$ cat src/inc/pcbhp_cfg.svh
// Constants for the expansion-bus to host-port bridge
`ifndef PCBHP_CFG_SVH
`define PCBHP_CFG_SVH

// Memory window: bus address bits 19..12 select the 4 KB block
`define PCBHP_WIN_HI      19
`define PCBHP_WIN_LO      12
`define PCBHP_WIN_TAG     8'hC7

// Sub-range field: bus address bits 11..8
`define PCBHP_SUB_HI      11
`define PCBHP_SUB_LO      8
`define PCBHP_SUB_ALO     4'h0
`define PCBHP_SUB_AHI     4'h1
`define PCBHP_SUB_CTL     4'h2

// Byte lane select bit of the bus address
`define PCBHP_LANE_BIT    0

// Reset values
`define PCBHP_PTR_RST     32'h0000_0000
`define PCBHP_WORD_RST    16'h0000
`define PCBHP_BYTE_RST    8'h00
`define PCBHP_ADDR_RST    20'h0_0000
`define PCBHP_STB_IDLE    1'b1
`define PCBHP_DACK_RST    1'b0

// Pointer step after a completed data-port word, in bit addresses
`define PCBHP_PTR_STEP    32'h0000_0010

// Register file entries
`define PCBHP_RF_DATA     1'b0
`define PCBHP_RF_CTL      1'b1

`endif

$ cat src/inc/pcbhp_pkg.sv
// Types shared by the bridge and its register store
package pcbhp_pkg;

    // Function select code, packed as {function_select_1, function_select_0}
    typedef enum logic [1:0] {
        PCBHP_FS_ALO  = 2'h0,
        PCBHP_FS_DATA = 2'h1,
        PCBHP_FS_AHI  = 2'h2,
        PCBHP_FS_CTL  = 2'h3
    } pcbhp_fs_e;

    // Access sequencer, Gray coded along idle, active, finish
    typedef enum logic [1:0] {
        PCBHP_ST_IDLE   = 2'h0,
        PCBHP_ST_ACTIVE = 2'h1,
        PCBHP_ST_FINISH = 2'h3
    } pcbhp_state_e;

    // Expansion bus pins as sampled
    typedef struct packed {
        logic [19:0] addr;
        logic        rd_n;
        logic        wr_n;
        logic        dack;
        logic [7:0]  data;
    } pcbhp_bus_s;

    // Host-port control pins
    typedef struct packed {
        logic        cs_n;
        logic        uds_n;
        logic        lds_n;
        logic        rd_n;
        logic        wr_n;
        pcbhp_fs_e   fs;
    } pcbhp_port_s;

    // One register-store write
    typedef struct packed {
        logic        en;
        logic        idx;
        logic [1:0]  be;
        logic [15:0] data;
    } pcbhp_wr_s;

endpackage : pcbhp_pkg

$ cat src/rtl/pcbhp_regfile.sv
// Word store for the data port and control register
`timescale 1ns/1ps
`include "pcbhp_cfg.svh"

module pcbhp_regfile
    import pcbhp_pkg::*;
#(
    parameter int WORD_W = 16
)(
    input  wire logic              mclk_i,
    input  wire logic              reset_n_i,
    input  wire pcbhp_wr_s         wr_i,
    input  wire logic              rd_idx_i,
    output logic [WORD_W-1:0]      rd_data_o,
    output logic [WORD_W-1:0]      ctrl_word_o
);

    logic [WORD_W-1:0] mem_r [2];

    // Byte-enabled writes, one process per entry and byte lane
    for (genvar e = 0; e < 2; e++) begin : g_entry
        for (genvar b = 0; b < WORD_W / 8; b++) begin : g_lane
            always_ff @(posedge mclk_i or negedge reset_n_i) begin
                if (!reset_n_i) begin
                    mem_r[e][b*8 +: 8] <= `PCBHP_BYTE_RST;
                end else if (wr_i.en && wr_i.be[b]
                             && wr_i.idx == 1'(e)) begin
                    mem_r[e][b*8 +: 8] <= wr_i.data[b*8 +: 8];
                end
            end
        end
    end

    // Registered read port
    always_ff @(posedge mclk_i or negedge reset_n_i) begin
        if (!reset_n_i) begin
            rd_data_o <= `PCBHP_WORD_RST;
        end else begin
            rd_data_o <= mem_r[rd_idx_i];
        end
    end

    // Control word straight from its storage flops
    assign ctrl_word_o = mem_r[`PCBHP_RF_CTL];

endmodule : pcbhp_regfile

$ cat src/rtl/pcbhp_bridge.sv
// Expansion-bus memory window to 16-bit host port bridge
`timescale 1ns/1ps
`include "pcbhp_cfg.svh"

// Functional notes
// (RULE_01) Two 16-bit halves form 32-bit pointer
// (RULE_02) 16-bit data port moves local memory data
// (RULE_03) Control register steers processor functions
// (RULE_04) Byte strobes come from address bit zero
// (RULE_05) Bus byte feeds both port data halves
// (RULE_06) Buffer direction follows read; enabled by select
// (RULE_07) Port strobes are buffered bus memory strobes
// (RULE_08) Decoder sees A19-A8, both strobes, DMA acknowledge
// (RULE_09) Select in window, strobe low, acknowledge high
// (RULE_10) Acknowledge low blocks select during refresh
// (RULE_11) Sub-range drives the two function selects
// (RULE_12) Read/write by strobes; lane by byte strobe
// (RULE_13) No operation while chip select high
// (RULE_14) Data port owns the largest sub-range
// (RULE_15) Fixed sub-ranges map to function codes
module pcbhp_bridge
    import pcbhp_pkg::*;
#(
    parameter logic [31:0] PTR_STEP = `PCBHP_PTR_STEP
)(
    input  wire logic        mclk_i,
    input  wire logic        reset_n_i,
    input  wire logic [19:0] bus_addr_i,
    input  wire logic        bus_mem_read_n_i,
    input  wire logic        bus_mem_write_n_i,
    input  wire logic        bus_dack_i,
    input  wire logic [7:0]  bus_data_i,
    output logic      [7:0]  bus_data_o,
    output logic             bus_data_oe_o,
    output logic             port_chip_select_n_o,
    output logic             function_select_0_o,
    output logic             function_select_1_o,
    output logic             upper_byte_strobe_n_o,
    output logic             lower_byte_strobe_n_o,
    output logic             port_read_strobe_n_o,
    output logic             port_write_strobe_n_o,
    output logic      [15:0] port_data_lines_o,
    output logic             buf_dir_to_bus_o,
    output logic             buf_enable_n_o,
    output logic      [31:0] address_pointer_o,
    output logic      [15:0] host_control_reg_o,
    output logic             loc_wr_req_o,
    output logic             loc_rd_req_o,
    output logic      [31:0] loc_addr_o,
    output logic      [15:0] loc_wr_data_o,
    input  wire logic        loc_rd_valid_i,
    input  wire logic [15:0] loc_rd_data_i
);

    pcbhp_bus_s   bus_raw;
    pcbhp_bus_s   bus_meta_r;
    pcbhp_bus_s   bus_sync_r;
    pcbhp_port_s  port_nxt;
    pcbhp_port_s  port_r;
    pcbhp_state_e st_r;
    pcbhp_wr_s    rf_wr;
    logic         in_window;
    logic         strobe_low;
    logic         sel;
    logic         op_ok;
    logic [3:0]   sub;
    pcbhp_fs_e    fs_code;
    logic         lane_hi;
    pcbhp_fs_e    acc_fs_r;
    logic         acc_hi_r;
    logic         acc_wr_r;
    logic         acc_ok_r;
    logic [7:0]   acc_byte_r;
    logic         commit;
    logic         word_done;
    logic [31:0]  ptr_r;
    logic [15:0]  rf_rd_data;
    logic [15:0]  ctrl_word;
    logic [15:0]  rd_word;
    logic         fill_pend_r;
    logic [15:0]  fill_word_r;
    logic         fill_take;

    // Bus pins gathered for the synchroniser
    assign bus_raw = '{addr: bus_addr_i, rd_n: bus_mem_read_n_i,
                       wr_n: bus_mem_write_n_i, dack: bus_dack_i,
                       data: bus_data_i};

    // Two-flop synchroniser, first stage read only by the second
    always_ff @(posedge mclk_i or negedge reset_n_i) begin
        if (!reset_n_i) begin
            bus_meta_r <= '{addr: `PCBHP_ADDR_RST, rd_n: `PCBHP_STB_IDLE,
                            wr_n: `PCBHP_STB_IDLE, dack: `PCBHP_DACK_RST,
                            data: `PCBHP_BYTE_RST};
            bus_sync_r <= '{addr: `PCBHP_ADDR_RST, rd_n: `PCBHP_STB_IDLE,
                            wr_n: `PCBHP_STB_IDLE, dack: `PCBHP_DACK_RST,
                            data: `PCBHP_BYTE_RST};
        end else begin
            bus_meta_r <= bus_raw;
            bus_sync_r <= bus_meta_r;
        end
    end

    // Window decode over address 19..8, strobes and acknowledge
    assign in_window  = bus_sync_r.addr[`PCBHP_WIN_HI:`PCBHP_WIN_LO]
                        == `PCBHP_WIN_TAG;                   // [RULE_08]
    assign strobe_low = !bus_sync_r.rd_n || !bus_sync_r.wr_n;
    assign sel        = in_window && strobe_low
                        && bus_sync_r.dack;            // [RULE_09] [RULE_10]
    assign op_ok      = bus_sync_r.rd_n ^ bus_sync_r.wr_n; // [RULE_12]
    assign sub        = bus_sync_r.addr[`PCBHP_SUB_HI:`PCBHP_SUB_LO];
    assign lane_hi    = bus_sync_r.addr[`PCBHP_LANE_BIT];

    // Sub-range to function code; every other sub-range is data
    always_comb begin
        case (sub)
            `PCBHP_SUB_ALO: fs_code = PCBHP_FS_ALO;          // [RULE_15]
            `PCBHP_SUB_AHI: fs_code = PCBHP_FS_AHI;          // [RULE_11]
            `PCBHP_SUB_CTL: fs_code = PCBHP_FS_CTL;
            default:        fs_code = PCBHP_FS_DATA;         // [RULE_14]
        endcase
    end

    // Port pin values before their buffer stage
    always_comb begin
        port_nxt.cs_n  = !sel;
        port_nxt.uds_n = !lane_hi;                           // [RULE_04]
        port_nxt.lds_n = lane_hi;                            // [RULE_04]
        port_nxt.rd_n  = bus_sync_r.rd_n;                    // [RULE_07]
        port_nxt.wr_n  = bus_sync_r.wr_n;                    // [RULE_07]
        port_nxt.fs    = fs_code;                            // [RULE_11]
    end

    // Buffered host-port control pins
    always_ff @(posedge mclk_i or negedge reset_n_i) begin
        if (!reset_n_i) begin
            port_r <= '{cs_n: `PCBHP_STB_IDLE, uds_n: `PCBHP_STB_IDLE,
                        lds_n: `PCBHP_STB_IDLE, rd_n: `PCBHP_STB_IDLE,
                        wr_n: `PCBHP_STB_IDLE, fs: PCBHP_FS_ALO};
        end else begin
            port_r <= port_nxt;
        end
    end

    assign port_chip_select_n_o  = port_r.cs_n;
    assign upper_byte_strobe_n_o = port_r.uds_n;
    assign lower_byte_strobe_n_o = port_r.lds_n;
    assign port_read_strobe_n_o  = port_r.rd_n;
    assign port_write_strobe_n_o = port_r.wr_n;
    assign function_select_0_o   = port_r.fs[0];
    assign function_select_1_o   = port_r.fs[1];

    // Data buffer control and byte replication
    always_ff @(posedge mclk_i or negedge reset_n_i) begin
        if (!reset_n_i) begin
            buf_dir_to_bus_o  <= 1'b0;
            buf_enable_n_o    <= `PCBHP_STB_IDLE;
            port_data_lines_o <= `PCBHP_WORD_RST;
        end else begin
            buf_dir_to_bus_o  <= !bus_sync_r.rd_n;           // [RULE_06]
            buf_enable_n_o    <= !sel;                       // [RULE_06]
            port_data_lines_o <= {bus_sync_r.data,
                                  bus_sync_r.data};          // [RULE_05]
        end
    end

    // Access sequencer: capture while selected, commit on release
    always_ff @(posedge mclk_i or negedge reset_n_i) begin
        if (!reset_n_i) begin
            st_r       <= PCBHP_ST_IDLE;
            acc_fs_r   <= PCBHP_FS_ALO;
            acc_hi_r   <= 1'b0;
            acc_wr_r   <= 1'b0;
            acc_ok_r   <= 1'b0;
            acc_byte_r <= `PCBHP_BYTE_RST;
        end else begin
            case (st_r)
                PCBHP_ST_IDLE: begin
                    if (sel) begin
                        st_r     <= PCBHP_ST_ACTIVE;
                        acc_fs_r <= fs_code;
                        acc_hi_r <= lane_hi;
                        acc_wr_r <= !bus_sync_r.wr_n;
                        acc_ok_r <= op_ok;                   // [RULE_12]
                    end
                end
                PCBHP_ST_ACTIVE: begin
                    if (sel) begin
                        acc_byte_r <= bus_sync_r.data;
                        acc_ok_r   <= acc_ok_r && op_ok;
                    end else begin
                        st_r <= PCBHP_ST_FINISH;             // [RULE_13]
                    end
                end
                PCBHP_ST_FINISH: st_r <= PCBHP_ST_IDLE;
                default:         st_r <= PCBHP_ST_IDLE;
            endcase
        end
    end

    // At most one commit per access, none if both strobes were low, after chip select has gone high
    assign commit    = (st_r == PCBHP_ST_FINISH) && acc_ok_r;
    assign word_done = commit && acc_hi_r && (acc_fs_r == PCBHP_FS_DATA);

    // Address pointer: byte writes, then step after a data word
    always_ff @(posedge mclk_i or negedge reset_n_i) begin
        if (!reset_n_i) begin
            ptr_r <= `PCBHP_PTR_RST;
        end else if (commit && acc_wr_r && acc_fs_r == PCBHP_FS_ALO) begin
            if (acc_hi_r) begin
                ptr_r[15:8] <= acc_byte_r;                   // [RULE_01]
            end else begin
                ptr_r[7:0] <= acc_byte_r;
            end
        end else if (commit && acc_wr_r && acc_fs_r == PCBHP_FS_AHI) begin
            if (acc_hi_r) begin
                ptr_r[31:24] <= acc_byte_r;                  // [RULE_01]
            end else begin
                ptr_r[23:16] <= acc_byte_r;
            end
        end else if (word_done) begin
            ptr_r <= ptr_r + PTR_STEP;                       // [RULE_14]
        end
    end

    assign address_pointer_o = ptr_r;

    // Local read data waits here until the store is free
    assign fill_take = fill_pend_r && !(commit && acc_wr_r);

    always_ff @(posedge mclk_i or negedge reset_n_i) begin
        if (!reset_n_i) begin
            fill_pend_r <= 1'b0;
            fill_word_r <= `PCBHP_WORD_RST;
        end else if (loc_rd_valid_i) begin
            fill_pend_r <= 1'b1;
            fill_word_r <= loc_rd_data_i;                    // [RULE_02]
        end else if (fill_take) begin
            fill_pend_r <= 1'b0;
        end
    end

    // Store write: host byte first, local fill otherwise
    always_comb begin
        rf_wr = '{en: 1'b0, idx: `PCBHP_RF_DATA, be: 2'b00,
                  data: `PCBHP_WORD_RST};
        if (commit && acc_wr_r && (acc_fs_r == PCBHP_FS_DATA
                                   || acc_fs_r == PCBHP_FS_CTL)) begin
            rf_wr.en   = 1'b1;
            rf_wr.idx  = (acc_fs_r == PCBHP_FS_CTL);         // [RULE_03]
            rf_wr.be   = {acc_hi_r, !acc_hi_r};              // [RULE_12]
            rf_wr.data = {acc_byte_r, acc_byte_r};
        end else if (fill_take) begin
            rf_wr.en   = 1'b1;
            rf_wr.idx  = `PCBHP_RF_DATA;
            rf_wr.be   = 2'b11;
            rf_wr.data = fill_word_r;                        // [RULE_02]
        end
    end

    pcbhp_regfile #(
        .WORD_W (16)
    ) u_store (
        .mclk_i      (mclk_i),
        .reset_n_i   (reset_n_i),
        .wr_i        (rf_wr),
        .rd_idx_i    (fs_code == PCBHP_FS_CTL),
        .rd_data_o   (rf_rd_data),
        .ctrl_word_o (ctrl_word)
    );

    // Control word to the processor-side functions
    always_ff @(posedge mclk_i or negedge reset_n_i) begin
        if (!reset_n_i) begin
            host_control_reg_o <= `PCBHP_WORD_RST;
        end else begin
            host_control_reg_o <= ctrl_word;                 // [RULE_03]
        end
    end

    // Read word for the selected register
    always_comb begin
        case (acc_fs_r)
            PCBHP_FS_ALO: rd_word = ptr_r[15:0];
            PCBHP_FS_AHI: rd_word = ptr_r[31:16];
            default:      rd_word = rf_rd_data;
        endcase
    end

    // Bus read data: lane picked by the byte strobes
    always_ff @(posedge mclk_i or negedge reset_n_i) begin
        if (!reset_n_i) begin
            bus_data_o    <= `PCBHP_BYTE_RST;
            bus_data_oe_o <= 1'b0;
        end else begin
            bus_data_oe_o <= sel && op_ok && !bus_sync_r.rd_n
                             && (st_r == PCBHP_ST_ACTIVE);   // [RULE_13]
            bus_data_o    <= acc_hi_r ? rd_word[15:8]
                                      : rd_word[7:0];        // [RULE_12]
        end
    end

    // Local bus requests after each completed data-port word
    always_ff @(posedge mclk_i or negedge reset_n_i) begin
        if (!reset_n_i) begin
            loc_wr_req_o  <= 1'b0;
            loc_rd_req_o  <= 1'b0;
            loc_addr_o    <= `PCBHP_PTR_RST;
            loc_wr_data_o <= `PCBHP_WORD_RST;
        end else begin
            loc_wr_req_o <= word_done && acc_wr_r;           // [RULE_02]
            loc_rd_req_o <= word_done && !acc_wr_r;
            if (word_done) begin
                loc_addr_o    <= acc_wr_r ? ptr_r : ptr_r + PTR_STEP;
                loc_wr_data_o <= {acc_byte_r, rf_rd_data[7:0]};
            end
        end
    end

endmodule : pcbhp_bridge

$ cat config.mk
export PLATFORM = sky130hd
export DESIGN_NAME = pcbhp_bridge
export DESIGN_NICKNAME = d
export VERILOG_FILES = /design/src/inc/pcbhp_pkg.sv /design/src/rtl/pcbhp_regfile.sv /design/src/rtl/pcbhp_bridge.sv
export VERILOG_INCLUDE_DIRS = /design/src /design/src/inc
export SDC_FILE = /design/constraint.sdc
export NUM_CORES = 1
export LEC_CHECK = 0
export BUFFER_PORTS_ARGS = -buffer_cell sky130_fd_sc_hd__buf_4
export CAP_MARGIN = 20
export CORE_ASPECT_RATIO = 1.1
export CORE_MARGIN = 1
export CORE_UTILIZATION = 56
export CTS_CLUSTER_SIZE = 25
export DETAILED_ROUTE_END_ITERATION = 6
export GPL_TIMING_DRIVEN = 0
export PLACE_DENSITY = 0.91
export SLEW_MARGIN = 20
export SYNTH_ARGS = -nofsm -noshare
export SYNTH_HDL_FRONTEND = slang
export SYNTH_SLANG_ARGS = --single-unit
$ cat constraint.sdc
create_clock -name mclk_i -period 2.9 [get_ports mclk_i]
set_clock_uncertainty 0.15 [all_clocks]
set_input_delay 0.435 -clock mclk_i [delete_from_list [all_inputs] [get_ports mclk_i]]
set_output_delay 0.435 -clock mclk_i [all_outputs]
set_load 0.01 [all_outputs]
-- Yosys cells after proc, flatten, opt, wreduce, memory -nomap -nowiden
Index checks and enable logic that the tools add are counted.
- input bits: 50
- logic and storage cells: 134
- register bits: 273
- equality and inequality tests: 17
- bitwise logic cells: 4
- reduce and logical (&&, ||, !) cells: 46
- magnitude comparators: 1
- add/subtract/negate cells: 1
- muxes and demuxes: 23
- operators with widths (kind ; number):
    $mux 16 ; 6
    $mux 32 ; 2
    $mux 20 ; 2
    $add 32x5->32 const B ; 1
    $pmux 16 s2 ; 1
    $mux 8 ; 3
    $logic_and 1x1->1 ; 22
    $ne 2x2->1 const B ; 8
    $reduce_and 3->1 ; 5
    $eq 2x2->1 const B ; 4
    $eq 8x8->1 const B ; 1
    $reduce_bool 2->1 ; 4
    $logic_not 1->1 ; 7
    $pmux 2 s3 ; 1
    $reduce_and 2->1 ; 3
    $eq 2x1->1 const B ; 2
    $eq 4x1->1 const B ; 1
    $eq 4x2->1 const B ; 1
    $logic_not 2->1 ; 2
    $logic_not 4->1 ; 1
    $mux 1 ; 4
    $mux 2 ; 2
    $pmux 2 s2 ; 1
    $ge 2x2->1 const B ; 1
    5 further kinds ; 7

-- Depth between registers and ports, before layout
Gate-level depths: netlist (run 1).
- word-level depth: 9
- gate-level depth with buffers: 9

-- By module
Synthesis (run 1) repeated with hierarchy kept, for this count alone.
- cell total of the unflattened synthesis: 860
- area total of the unflattened synthesis: 10441.3 um^2
- modules (own cells, without submodules) (module ; seq. area each (um^2) ; instances ; cells each ; area an instance (um^2)):
    pcbhp_bridge ; 5091.1 ; 1 ; 742 ; 8526.9
    pcbhp_regfile ; 1201.2 ; 1 ; 118 ; 1914.3

-- Worst setup path before layout (run 1)
OpenSTA, ideal clock, no wires.
- kind: register -> register
- from: register bus_sync_r[9] in the netlist's numbering
- to: register acc_fs_r[0]
- data required time: 2.625 ns
- path buffers: 2
- cell stages (with the launch flop): 8
- slack: 0.616 ns
- arrival time: 2.009 ns
- clock period less this slack: 2.284 ns
- path through: dfstp_2 > ha_1 > nand4b_1 > or4_1 > buf_2 > or3_1 > buf_6 > mux2_4
- longest elaborated chain between the ends: 5
- RTL lines (item ; RTL line ; text):
    start: declaration ; pcbhp_bridge.sv:57 ; pcbhp_bus_s bus_sync_r;
    start signal: assignment ; pcbhp_bridge.sv:95 ; bus_sync_r <= '{addr: `PCBHP_ADDR_RST, rd_n: `PCBHP_STB_IDLE,
    start signal: assignment ; pcbhp_bridge.sv:100 ; bus_sync_r <= bus_meta_r;
    $logic_not 1->1 ; pcbhp_bridge.sv:107 ; assign strobe_low = !bus_sync_r.rd_n || !bus_sync_r.wr_n;
    $logic_or 1x1->1 ; pcbhp_bridge.sv:107 ;
    $logic_and 1x1->1 ; pcbhp_bridge.sv:108 ; assign sel = in_window && strobe_low
    $logic_and 1x1->1 ; pcbhp_bridge.sv:109 ; && bus_sync_r.dack;
    $reduce_and 2->1 (no source line) ; -- ;
    end signal: assignment ; pcbhp_bridge.sv:181 ; acc_fs_r <= fs_code;
    end: declaration ; pcbhp_bridge.sv:69 ; pcbhp_fs_e acc_fs_r;
No other way between the ends.
A chain may end at the register's enable or synchronous reset.

-- Final worst setup path (run 1)
- from: register st_r[1]
- to: register loc_addr_o[21]
- longest elaborated chain between the ends: 4
- RTL lines (item ; RTL line ; text):
    start: declaration ; pcbhp_bridge.sv:60 ; pcbhp_state_e st_r;
    start signal: assignment ; pcbhp_bridge.sv:170 ; st_r <= PCBHP_ST_IDLE;
    start signal: assignment ; pcbhp_bridge.sv:180 ; st_r <= PCBHP_ST_ACTIVE;
    start signal: assignment ; pcbhp_bridge.sv:192 ; st_r <= PCBHP_ST_FINISH;
    $eq 2x2->1 ; pcbhp_bridge.sv:202 ; assign commit = (st_r == PCBHP_ST_FINISH) && acc_ok_r;
    $logic_and 1x1->1 ; pcbhp_bridge.sv:202 ;
    $logic_and 1x1->1 (2 in a row) ; pcbhp_bridge.sv:203 ; assign word_done = commit && acc_hi_r && (acc_fs_r == PCBHP_FS_DATA);
    end signal: assignment ; pcbhp_bridge.sv:308 ; loc_addr_o <= `PCBHP_PTR_RST;
    end signal: assignment ; pcbhp_bridge.sv:314 ; loc_addr_o <= acc_wr_r ? ptr_r : ptr_r + PTR_STEP;
    end: declaration ; pcbhp_bridge.sv:49 ; output logic [31:0] loc_addr_o,
No other way between the ends.

==> impl_metrics.py, run 1 <==
metrics = {
    "synth": {
        "synth_top_family_by_area": "simple AND/OR/NAND/NOR gates",
        "yosys_register_bits": 251,
        "synth-compound-area-share_pct": 12.1,
        "synth-main-ff-cell": "dfrtp_1",
        "yosysSeqAreaShare_pct": 62.3,
        "synthCells": 871,
        "synth.distinct_cells": 59,
        "avgSynthCellArea_um2": 11.6,
        "synth_nets": 923,
        "synth_warnings": 0,
        "netlist_area_mm2": 0.0101,
        "synth-xor-area-share_pct": 0.867,
        "synthArstFlopShare_pct": 100,
        "yosys.area_share.simple_pct": 12.1,
        "yosys-mux-area-fraction_pct": 8.28,
        "synth_edf_count": 0,
        "synthAdderAreaFrac_pct": 0.248,
    },
    "power_and_ir_drop": {
        "p_sw_share_pct": 22.0,
        "powerDensity_mw_per_mm2": 572,
        "clockPowerShare_pct": 44.8,
        "seqPwrFrac_pct": 49.7,
        "total_leakage_power_nw": 6.24,
        "p_comb_share_pct": 5.5,
        "p_int_mw": 5.80,
        "switching_power_mw": 1.63,
        "irDropWorstVdd_v": 0.000566,
    },
    "clocking": {
        "clkSlewWorstSetupHoldPaths_ns": 0.07,
        "cts_tree": "yes",
        "cts_made_buffers": 25,
        "cts_root_buf": "clkbuf_16",
        "cts_setup_buffers": 0,
        "htreeDepth": 1,
        "insertion_delay_ns": 0.53,
        "cts_buffer_depth": 3,
        "cts.sinks": 251,
    },
    "timing": {
        "fmax_mhz": 378,
        "finalCritPeriodShare_pct": 91.3,
        "slew_viol_final": 0,
        "period_minus_slack_ns": 2.65,
        "setup-tns-final_ns": 0,
        "tightest_slew_ns": 1.05,
        "relSlewSlack_pct": 29.2,
        "rsz0062_at_grt": "false",
        "setup_viol": 0,
        "timing.hold.ws_ns": 0.0141,
        "finalHoldViolCount": 0,
        "layout_setup_ws_ns": 0.251,
    },
    "min_path": {
        "min_path_type": "input port to register",
        "min_to": "fill_word_r[10]",
        "hold_path_depth": 2,
        "hold_start": "loc_rd_data_i[10]",
    },
    "die": {
        "top_level_ports": 182,
        "die_w_um": 130,
        "die_h_um": 143,
        "die_area_mm2": 0.0186,
        "rows": 51,
        "start_util_pct": 57.2,
        "core_mm2": 0.0177,
    },
    "routing": {
        "ant_nets": 0,
        "wl_per_cell_um": 21.0,
        "routed_wl_um": 28700,
        "vias": 8208,
        "drt_iter0_drc": 794,
        "drc": 0,
        "drt_pass1_iterations": 5,
        "via_per_inst": 6.00,
    },
    "grt": {
        "overflow": 0,
        "grt_max_degree": 107,
        "grt_first_pass_wirelength_um": 44700,
        "antenna_found_initial": 0,
        "grt_pass1_vias": 8181,
        "grt_use_total_pct": 32.2,
    },
    "placement": {
        "pre_cts_ws_ns": 0.229,
        "gp_congestion": 0.935,
        "port_buffers": 173,
        "hpwl_um": 18700,
        "dpl-instance-area_mm2": 0.0118,
    },
    "critical_path": {
        "cp_slowest_cell": "clkbuf_1",
        "crit_chain": "buf_2 > and4_1 > and2_1 > nand2_1 > inv_1 > clkbuf_1 > o21ai_0 > o311ai_0",
        "endpoint_kind": "register",
        "cp.arrival_ns": 2.88,
        "r2r_slack_ns": 0.25,
        "r2r.worst_path.cells": 8,
        "cp_max_fo": 10,
        "crit_type": "register to register",
        "worst_path_dominant_cell_family": "buffers and inverters",
        "reg2reg_to": "loc_addr_o[21]",
        "path_buf_inv": 3,
        "cp-start-kind": "register",
        "r2r-start": "st_r[1]",
        "slowest_delay_ns": 0.46,
        "required_ns": 3.13,
    },
    "final_layout": {
        "area_growth_pct": 28.7,
        "n_antenna_cell": 0,
        "final_area_mm2": 0.0130,
        "layout_common_cells": "242 x dfrtp_1, 181 x buf_4, 118 x nand2_1",
        "fill_cells": 1182,
        "layout-drive-gt1-share_pct": 26.5,
        "fin_nets": 1165,
        "layout_commonest_cell": "dfrtp_1",
        "postLayoutCoreUtil_pct": 73.6,
    },
    "status": {
        "status": "finished, final reports clean",
    },
    "flow_run": {
        "max_cap_viol_count": 0,
    },
}
[layout make-up]
| type | instances | area, um2 | share of cell area [%] |
|---|---|---|---|
| sequential | 251 | 6290 | 48.4 |
| multi-input combinational | 526 | 3410 | 26.2 |
| clock inverter | 9 | 128 | 0.981 |
| clock buffer | 34 | 709 | 5.45 |
| inverter | 25 | 93.8 | 0.721 |
| buffer | 69 | 317 | 2.43 |
| tap | 238 | 298 | 2.29 |
| timing repair buffer | 215 | 1760 | 13.5 |
[worst reg2reg max path, cell delays in order (launching register included)]
cell	delay (ns)
dfrtp_1	0.32
buf_2	0.20
and4_1	0.32
and2_1	0.19
nand2_1	0.29
inv_1	0.18
clkbuf_1	0.46
o21ai_0	0.22
o311ai_0	0.17
[power by group through the flow]
| stage | Sequential [mW] | Clock, mW | Combinational (mW) |
|---|---|---|---|
| 2_1_floorplan | 3.75 | 0 | 0.148 |
| 3_3_place_gp | 3.75 | 0 | 0.329 |
| 3_5_place_dp | 3.76 | 0 | 0.355 |
| 4_1_cts | 3.70 | 3.33 | 0.403 |
| 5_1_grt | 3.71 | 3.49 | 0.444 |
| 6_report | 3.70 | 3.33 | 0.406 |
[worst max-delay path by stage]
stage                               from               endpoint  slack [ns]  depth (start not counted)
floorplan                  bus_sync_r[9]            acc_fs_r[0]        0.62                          7
global placement               reset_n_i          bus_meta_r[5]       -0.61                          1
detailed placement  address_pointer_o[5]  address_pointer_o[26]        0.23                          6
CTS                 address_pointer_o[5]  address_pointer_o[26]        0.18                          6
global route        address_pointer_o[5]  address_pointer_o[26]        0.14                          6
finish                           st_r[1]         loc_addr_o[21]        0.25                          8
[per-layer routing]
layer  GRT usage [%]  vias to the layer above  part of all wire (%)
met5               0                        -                     0
met4            15.2                        0                   4.3
met3            5.96                      105                   8.8
met2            54.2                      511                    51
met1            40.1                     4023                    36
li1                -                     3569                     -
[sequential cells by signal (all words and copies together) (netlist names), 2 cells and up]
| signal | count |
|---|---|
| u_store.ctrl_word_o | 16 |
| acc_byte_r | 8 |
| st_r | 2 |
| bus_meta_r | 24 |
| bus_data_o | 8 |
| loc_wr_data_o | 16 |
| port_data_lines_o | 8 |
| acc_fs_r | 2 |
| bus_sync_r | 24 |
| host_control_reg_o | 16 |
| u_store.mem_r | 16 |
| address_pointer_o | 32 |
| fill_word_r | 16 |
| u_store.rd_data_o | 16 |
| loc_addr_o | 32 |
[cell usage after synthesis (7+ instances only)]
master	number	area [um2]
a2bb2oi_1	7	61.3
a221o_1	12	120
clkbuf_1	43	161
o22ai_1	11	68.8
mux4_2	8	180
nand3_1	20	100
nand4_1	8	50.1
o21ai_0	45	225
dfstp_2	9	236
a21oi_1	51	255
inv_1	24	90.1
a22oi_1	24	180
buf_4	9	67.6
nor2_1	39	146
nor3_1	22	110
or3_1	7	43.8
dfrtp_1	242	6060
nand2_1	118	443
buf_2	13	65.1
and3_1	14	87.6
and4_1	8	70.1
mux2i_1	21	210
mux2_2	37	417
[cell families after synthesis]
logic type,count (synthesis)
mux,68
buf+inv,94
xor+xnor,10
flops,251
fa+ha+maj,2
simple gates,258
compound gates,188
[stage by stage]
stage | cells | total power [mW]
floorplan | 871 | 3.89
global placement | 1282 | 4.08
detailed placement | 1284 | 4.11
CTS | 1366 | 7.43
global route | 1367 | 7.65
finish | 1367 | 7.44
[timing repair]
action / in CTS / in global routing
hold buffers: 39 / 1
setup endpoints to repair: 0 / 1
endpoints found under the hold margin: 81 / 1
resized for setup: 0 / 1
Note: power is estimated with default switching activity, not from simulation.
==> inputs of run 2 (changes only) <==
CORE_UTILIZATION = 50   (was 56)
PLACE_DENSITY = 0.84   (was 0.91)
==> run 2 against run 1 <==
Against the previous run:
- count of clock-buffer cells in the layout grew 6
- utilization shrank 7.4 points
- clock power rose by 8.1%
- non-clock buffer count shrank 2
- cell count grew 1.2%
- worst setup slack worse by 0.039 ns
- critical path depth decreased by 2
- critical path type unchanged
- largest power group unchanged
==> impl_metrics.py, run 2 (synthesis gave the netlist of run 1 again) <==
metrics = {
    "routing": {
        "via_per_inst": 5.84,
        "drt_iter0_drc": 789,
        "vias": 8079,
        "drc": 0,
        "ant_nets": 0,
        "routed_wl_um": 28600,
        "drt_pass1_iterations": 5,
        "wl_per_cell_um": 20.7,
    },
    "grt": {
        "grt_first_pass_wirelength_um": 43800,
        "antenna_found_initial": 0,
        "overflow": 0,
        "grt_use_total_pct": 28.2,
        "grt_pass1_vias": 8028,
        "grt_max_degree": 104,
    },
    "timing": {
        "layout_setup_ws_ns": 0.213,
        "fmax_mhz": 372,
        "relSlewSlack_pct": 27.4,
        "setup-tns-final_ns": 0,
        "rsz0062_at_grt": "false",
        "slew_viol_final": 0,
        "timing.hold.ws_ns": 0.0130,
        "period_minus_slack_ns": 2.69,
        "finalHoldViolCount": 0,
        "setup_viol": 0,
        "tightest_slew_ns": 1.08,
        "finalCritPeriodShare_pct": 92.7,
    },
    "critical_path": {
        "cp_max_fo": 9,
        "cp.arrival_ns": 2.95,
        "worst_path_dominant_cell_family": "simple AND/OR/NAND/NOR gates",
        "endpoint_kind": "register",
        "r2r.worst_path.cells": 6,
        "reg2reg_to": "address_pointer_o[24]",
        "cp_slowest_cell": "dfrtp_1",
        "required_ns": 3.17,
        "path_buf_inv": 0,
        "crit_cells": 6,
        "slowest_delay_ns": 0.49,
        "cp-start-kind": "register",
        "r2r-start": "address_pointer_o[5]",
        "cp-endpoint": "address_pointer_o[24]",
        "cp_common_cell": "nand3_1",
        "crit_type": "register to register",
        "crit_chain": "ha_1 > nand3_1 > nor3_4 > nand3_1 > a22o_1 > a221o_1",
        "crit_start": "address_pointer_o[5]",
        "r2r_slack_ns": 0.21,
    },
    "clocking": {
        "cts_made_buffers": 26,
        "htreeDepth": 1,
        "cts_buffer_depth": 3,
        "cts_setup_buffers": 0,
        "insertion_delay_ns": 0.53,
        "clkSlewWorstSetupHoldPaths_ns": 0.06,
        "cts_root_buf": "clkbuf_16",
        "cts.sinks": 251,
        "cts_tree": "yes",
    },
    "power_and_ir_drop": {
        "powerDensity_mw_per_mm2": 587,
        "power.total_mw": 7.70,
        "total_leakage_power_nw": 6.28,
        "irDropWorstVdd_v": 0.000525,
    },
    "final_layout": {
        "layoutNonFillerInstCount": 1383,
        "layout_commonest_cell": "dfrtp_1",
        "seqCellArea_mm2": 0.00629,
        "layout-drive-gt1-share_pct": 26.7,
        "final_area_mm2": 0.0131,
        "layout_common_cells": "242 x dfrtp_1, 181 x buf_4, 118 x nand2_1",
        "fin_nets": 1164,
        "postLayoutCoreUtil_pct": 66.2,
        "n_antenna_cell": 0,
        "multi_input_area_mm2": 0.00341,
        "area_growth_pct": 29.8,
        "fill_cells": 1461,
    },
    "placement": {
        "hpwl_um": 19100,
        "gp_congestion": 0.965,
        "place_inst": 1298,
        "dpl-instance-area_mm2": 0.0118,
        "pre_cts_ws_ns": 0.177,
        "port_buffers": 173,
    },
    "die": {
        "start_util_pct": 51.0,
        "die_w_um": 138,
        "die_h_um": 151,
        "top_level_ports": 182,
        "core_mm2": 0.0198,
        "die_area_mm2": 0.0208,
        "rows": 54,
    },
    "status": {
        "status": "finished, final reports clean",
    },
    "min_path": {
        "hold_path_depth": 2,
        "min_path_type": "input port to register",
    },
    "flow_run": {
        "max_cap_viol_count": 0,
    },
}
## run 2: cell type report
type	count	area share (%)
Buffer	69	2.41
Clock buffer	40	6.14
Clock inverter	7	1.06
Inverter	25	0.716
Multi-Input combinational cell	526	26.0
Sequential cell	251	48.0
Tap cell	252	2.40
Timing Repair Buffer	213	13.3
## run 2: how the worst min path moves through the flow
stage                                  from         endpoint  slack (ns)
after floorplan                   reset_n_i    acc_byte_r[0]       -0.01
after global placement       bus_meta_r[26]   bus_sync_r[26]        0.18
after detailed placement     bus_meta_r[25]   bus_sync_r[25]        0.18
after CTS                 loc_rd_data_i[15]  fill_word_r[15]       0.001
after global routing      loc_rd_data_i[15]  fill_word_r[15]       0.004
final                     loc_rd_data_i[12]  fill_word_r[12]        0.01
## run 2: where the power goes
group	internal [mW]	switching, mW
combinational	0.190	0.210
sequential	3.64	0.0620
clock	2.26	1.35
## run 2: what timing repair did
| item | in CTS | in global routing |
|---|---|---|
| endpoints found under the setup margin | 0 | 2 |
| gates resized for setup | 0 | 1 |
| hold buffers | 37 | 1 |
| hold endpoints to repair | 85 | 1 |
## run 2: worst reg2reg max path, stage by stage, from the launching register on
cell,delay (ns)
dfrtp_1,0.49
ha_1,0.31
nand3_1,0.31
nor3_4,0.50
nand3_1,0.27
a22o_1,0.25
a221o_1,0.29
## run 2: per-layer routing
| layer | vias to the layer above | global-route usage [%] | routed length (um) |
|---|---|---|---|
| met5 | - | 0 | 0 |
| met4 | 0 | 10.9 | 1030 |
| met3 | 82 | 5.19 | 2270 |
| met2 | 409 | 47.8 | 14500 |
| met1 | 4015 | 35.7 | 10800 |
| li1 | 3573 | - | - |
==> inputs of run 3 (changes only) <==
--- a/config.mk
+++ b/config.mk
@@ -17,2 +17,3 @@
 export PLACE_DENSITY = 0.84
+export SKIP_LAST_GASP = 1
 export SLEW_MARGIN = 20
==> constraint.sdc (replaced) <==
create_clock -name mclk_i -period 2.9 [get_ports mclk_i]
set_clock_uncertainty 0.15 [all_clocks]
set_input_delay 0.145 -clock mclk_i [delete_from_list [all_inputs] [get_ports mclk_i]]
set_output_delay 0.145 -clock mclk_i [all_outputs]
set_load 0.01 [all_outputs]
==> run 3 against run 2 <==
Against the previous run:
- combinational power rose by 2%
- sequential cell count did not move
- routed wire length fell by 0.51%
- critical path depth did not move
- first-iteration DRC count fell by 2.3%
==> impl_metrics.py, run 3 (synthesis gave the netlist of run 1 again) <==
metrics = {
    "power_and_ir_drop": {
        "p_sw_share_pct": 21.0,
        "switching_power_mw": 1.62,
        "p_comb_share_pct": 5.3,
        "total_leakage_power_nw": 6.31,
        "p_int_mw": 6.09,
        "powerDensity_mw_per_mm2": 585,
        "seqPwrFrac_pct": 48.0,
        "clockPowerShare_pct": 46.7,
        "irDropWorstVdd_v": 0.000525,
    },
    "routing": {
        "drt_iter0_drc": 771,
        "routed_wl_um": 28500,
        "ant_nets": 0,
        "via_per_inst": 5.82,
        "drc": 0,
        "vias": 8067,
        "wl_per_cell_um": 20.5,
        "drt_pass1_iterations": 7,
    },
    "clocking": {
        "cts_root_buf": "clkbuf_16",
        "clkSlewWorstSetupHoldPaths_ns": 0.06,
        "cts_buffer_depth": 3,
        "insertion_delay_ns": 0.53,
        "cts_made_buffers": 26,
        "htreeDepth": 1,
        "cts.sinks": 251,
        "cts_tree": "yes",
    },
    "critical_path": {
        "cp-start-kind": "register",
        "cp_max_fo": 9,
        "path_buf_inv": 0,
        "crit_type": "register to register",
        "worst_path_dominant_cell_family": "simple AND/OR/NAND/NOR gates",
        "cp.arrival_ns": 2.94,
        "slowest_delay_ns": 0.49,
        "endpoint_kind": "register",
        "required_ns": 3.16,
        "cp_common_cell": "nand3_1",
        "cp_slowest_cell": "dfrtp_1",
        "crit_chain": "ha_1 > nand3_1 > nor3_4 > nand3_1 > a22o_1 > a221o_1",
    },
    "timing": {
        "rsz0062_at_grt": "false",
        "relSlewSlack_pct": 30.1,
        "tightest_slew_ns": 1.04,
        "period_minus_slack_ns": 2.67,
        "finalHoldViolCount": 0,
        "finalCritPeriodShare_pct": 92.2,
        "setup_viol": 0,
        "slew_viol_final": 0,
        "fmax_mhz": 374,
    },
    "die": {
        "start_util_pct": 51.0,
        "die_w_um": 138,
        "rows": 54,
        "core_mm2": 0.0198,
        "die_h_um": 151,
        "die_area_mm2": 0.0208,
        "top_level_ports": 182,
    },
    "grt": {
        "gr-usage-met3_pct": 5.66,
        "met1_usage_pct": 35.2,
        "antenna_found_initial": 0,
        "grt-busiest-layer": "met2",
        "overflow": 0,
        "use_met2_pct": 48.3,
        "grt_pass1_vias": 8046,
        "grt_use_total_pct": 28.3,
        "grt_max_degree": 104,
        "grt_first_pass_wirelength_um": 44000,
    },
    "placement": {
        "gp_congestion": 0.965,
        "port_buffers": 173,
        "hpwl_um": 19100,
        "dpl-instance-area_mm2": 0.0118,
    },
    "final_layout": {
        "layout-drive-gt1-share_pct": 26.7,
        "area_growth_pct": 30.3,
        "layout_commonest_cell": "dfrtp_1",
        "n_antenna_cell": 0,
        "fin_nets": 1168,
        "layout_common_cells": "242 x dfrtp_1, 181 x buf_4, 118 x nand2_1",
        "final_area_mm2": 0.0132,
        "postLayoutCoreUtil_pct": 66.5,
    },
    "flow_run": {
        "max_cap_viol_count": 0,
    },
    "min_path": {
        "min_path_type": "input port to asynchronous set/reset pin",
    },
    "status": {
        "status": "finished, final reports clean",
    },
}
## run 3: changes by cell type in the layout (fill, tap and decap cells not counted), sizes merged
cell,delta
dlygate4sd3,+3
buf,+1
## run 3: stage by stage
| stage | setup TNS, ns | setup WS [ns] | hold WS (ns) | cells | power [mW] |
|---|---|---|---|---|---|
| after floorplan | 0 | 0.616 | -0.301 | 871 | 3.89 |
| after global placement | -82.97 | -0.360 | 0.103 | 1296 | 4.08 |
| after detailed placement | 0 | 0.177 | -0.0748 | 1298 | 4.11 |
| after CTS | 0 | 0.119 | 0.0368 | 1387 | 7.73 |
| after global routing | 0 | 0.0886 | 0.0357 | 1387 | 7.94 |
| final | 0 | 0.225 | 0.0210 | 1387 | 7.70 |
## run 3: path summary, 6_finish.rpt
kind	startpoint	end	slack, ns	cells after the start
max	address_pointer_o[5]	address_pointer_o[24]	0.23	6
min	reset_n_i	loc_wr_data_o[4]	0.02	3
max in group asynchronous	reset_n_i	acc_byte_r[4]	1.66	4
min reg2reg	bus_meta_r[22]	bus_sync_r[22]	0.19	0
min in group mclk_i	loc_rd_valid_i	fill_word_r[15]	0.04	2
max reg2reg	address_pointer_o[5]	address_pointer_o[24]	0.23	6
## run 3: cell type report
| cell class | instances | area, um2 |
|---|---|---|
| plain buffers | 69 | 317 |
| clock buffers | 40 | 805 |
| multi-input cells | 526 | 3410 |
| inverters | 25 | 93.8 |
| repair buffers | 217 | 1800 |
| flip-flops and latches | 251 | 6290 |
| fillers | 1459 | 6630 |
| clock inverters | 7 | 139 |
| well taps | 252 | 315 |
## run 3: power by group through the flow
stage	logic [mW]	clock network (mW)	registers, mW
after global routing	0.448	3.78	3.71
after detailed placement	0.356	0	3.76
after global placement	0.334	0	3.75
after CTS	0.409	3.62	3.70
after floorplan	0.148	0	3.75
final	0.407	3.60	3.70
## run 3: worst reg2reg max path: stages, from the launching register on
cell     delay (ns)
dfrtp_1        0.49
ha_1           0.30
nand3_1        0.31
nor3_4         0.49
nand3_1        0.27
a22o_1         0.25
a221o_1        0.29
## run 3: per-layer routing
metal | part of all wire [%] | vias to the layer above
met4 | 3.8 | 0
met2 | 51 | 420
met5 | 0 | -
met3 | 8.3 | 82
met1 | 37 | 3984
li1 | - | 3581
## run 3: what timing repair did
item / CTS / global route
hold endpoints to repair: 182 / 0
hold buffers: 42 / 0
setup endpoints to repair: 0 / 2
setup buffers: 0 / 0
resized for setup: 0 / 1
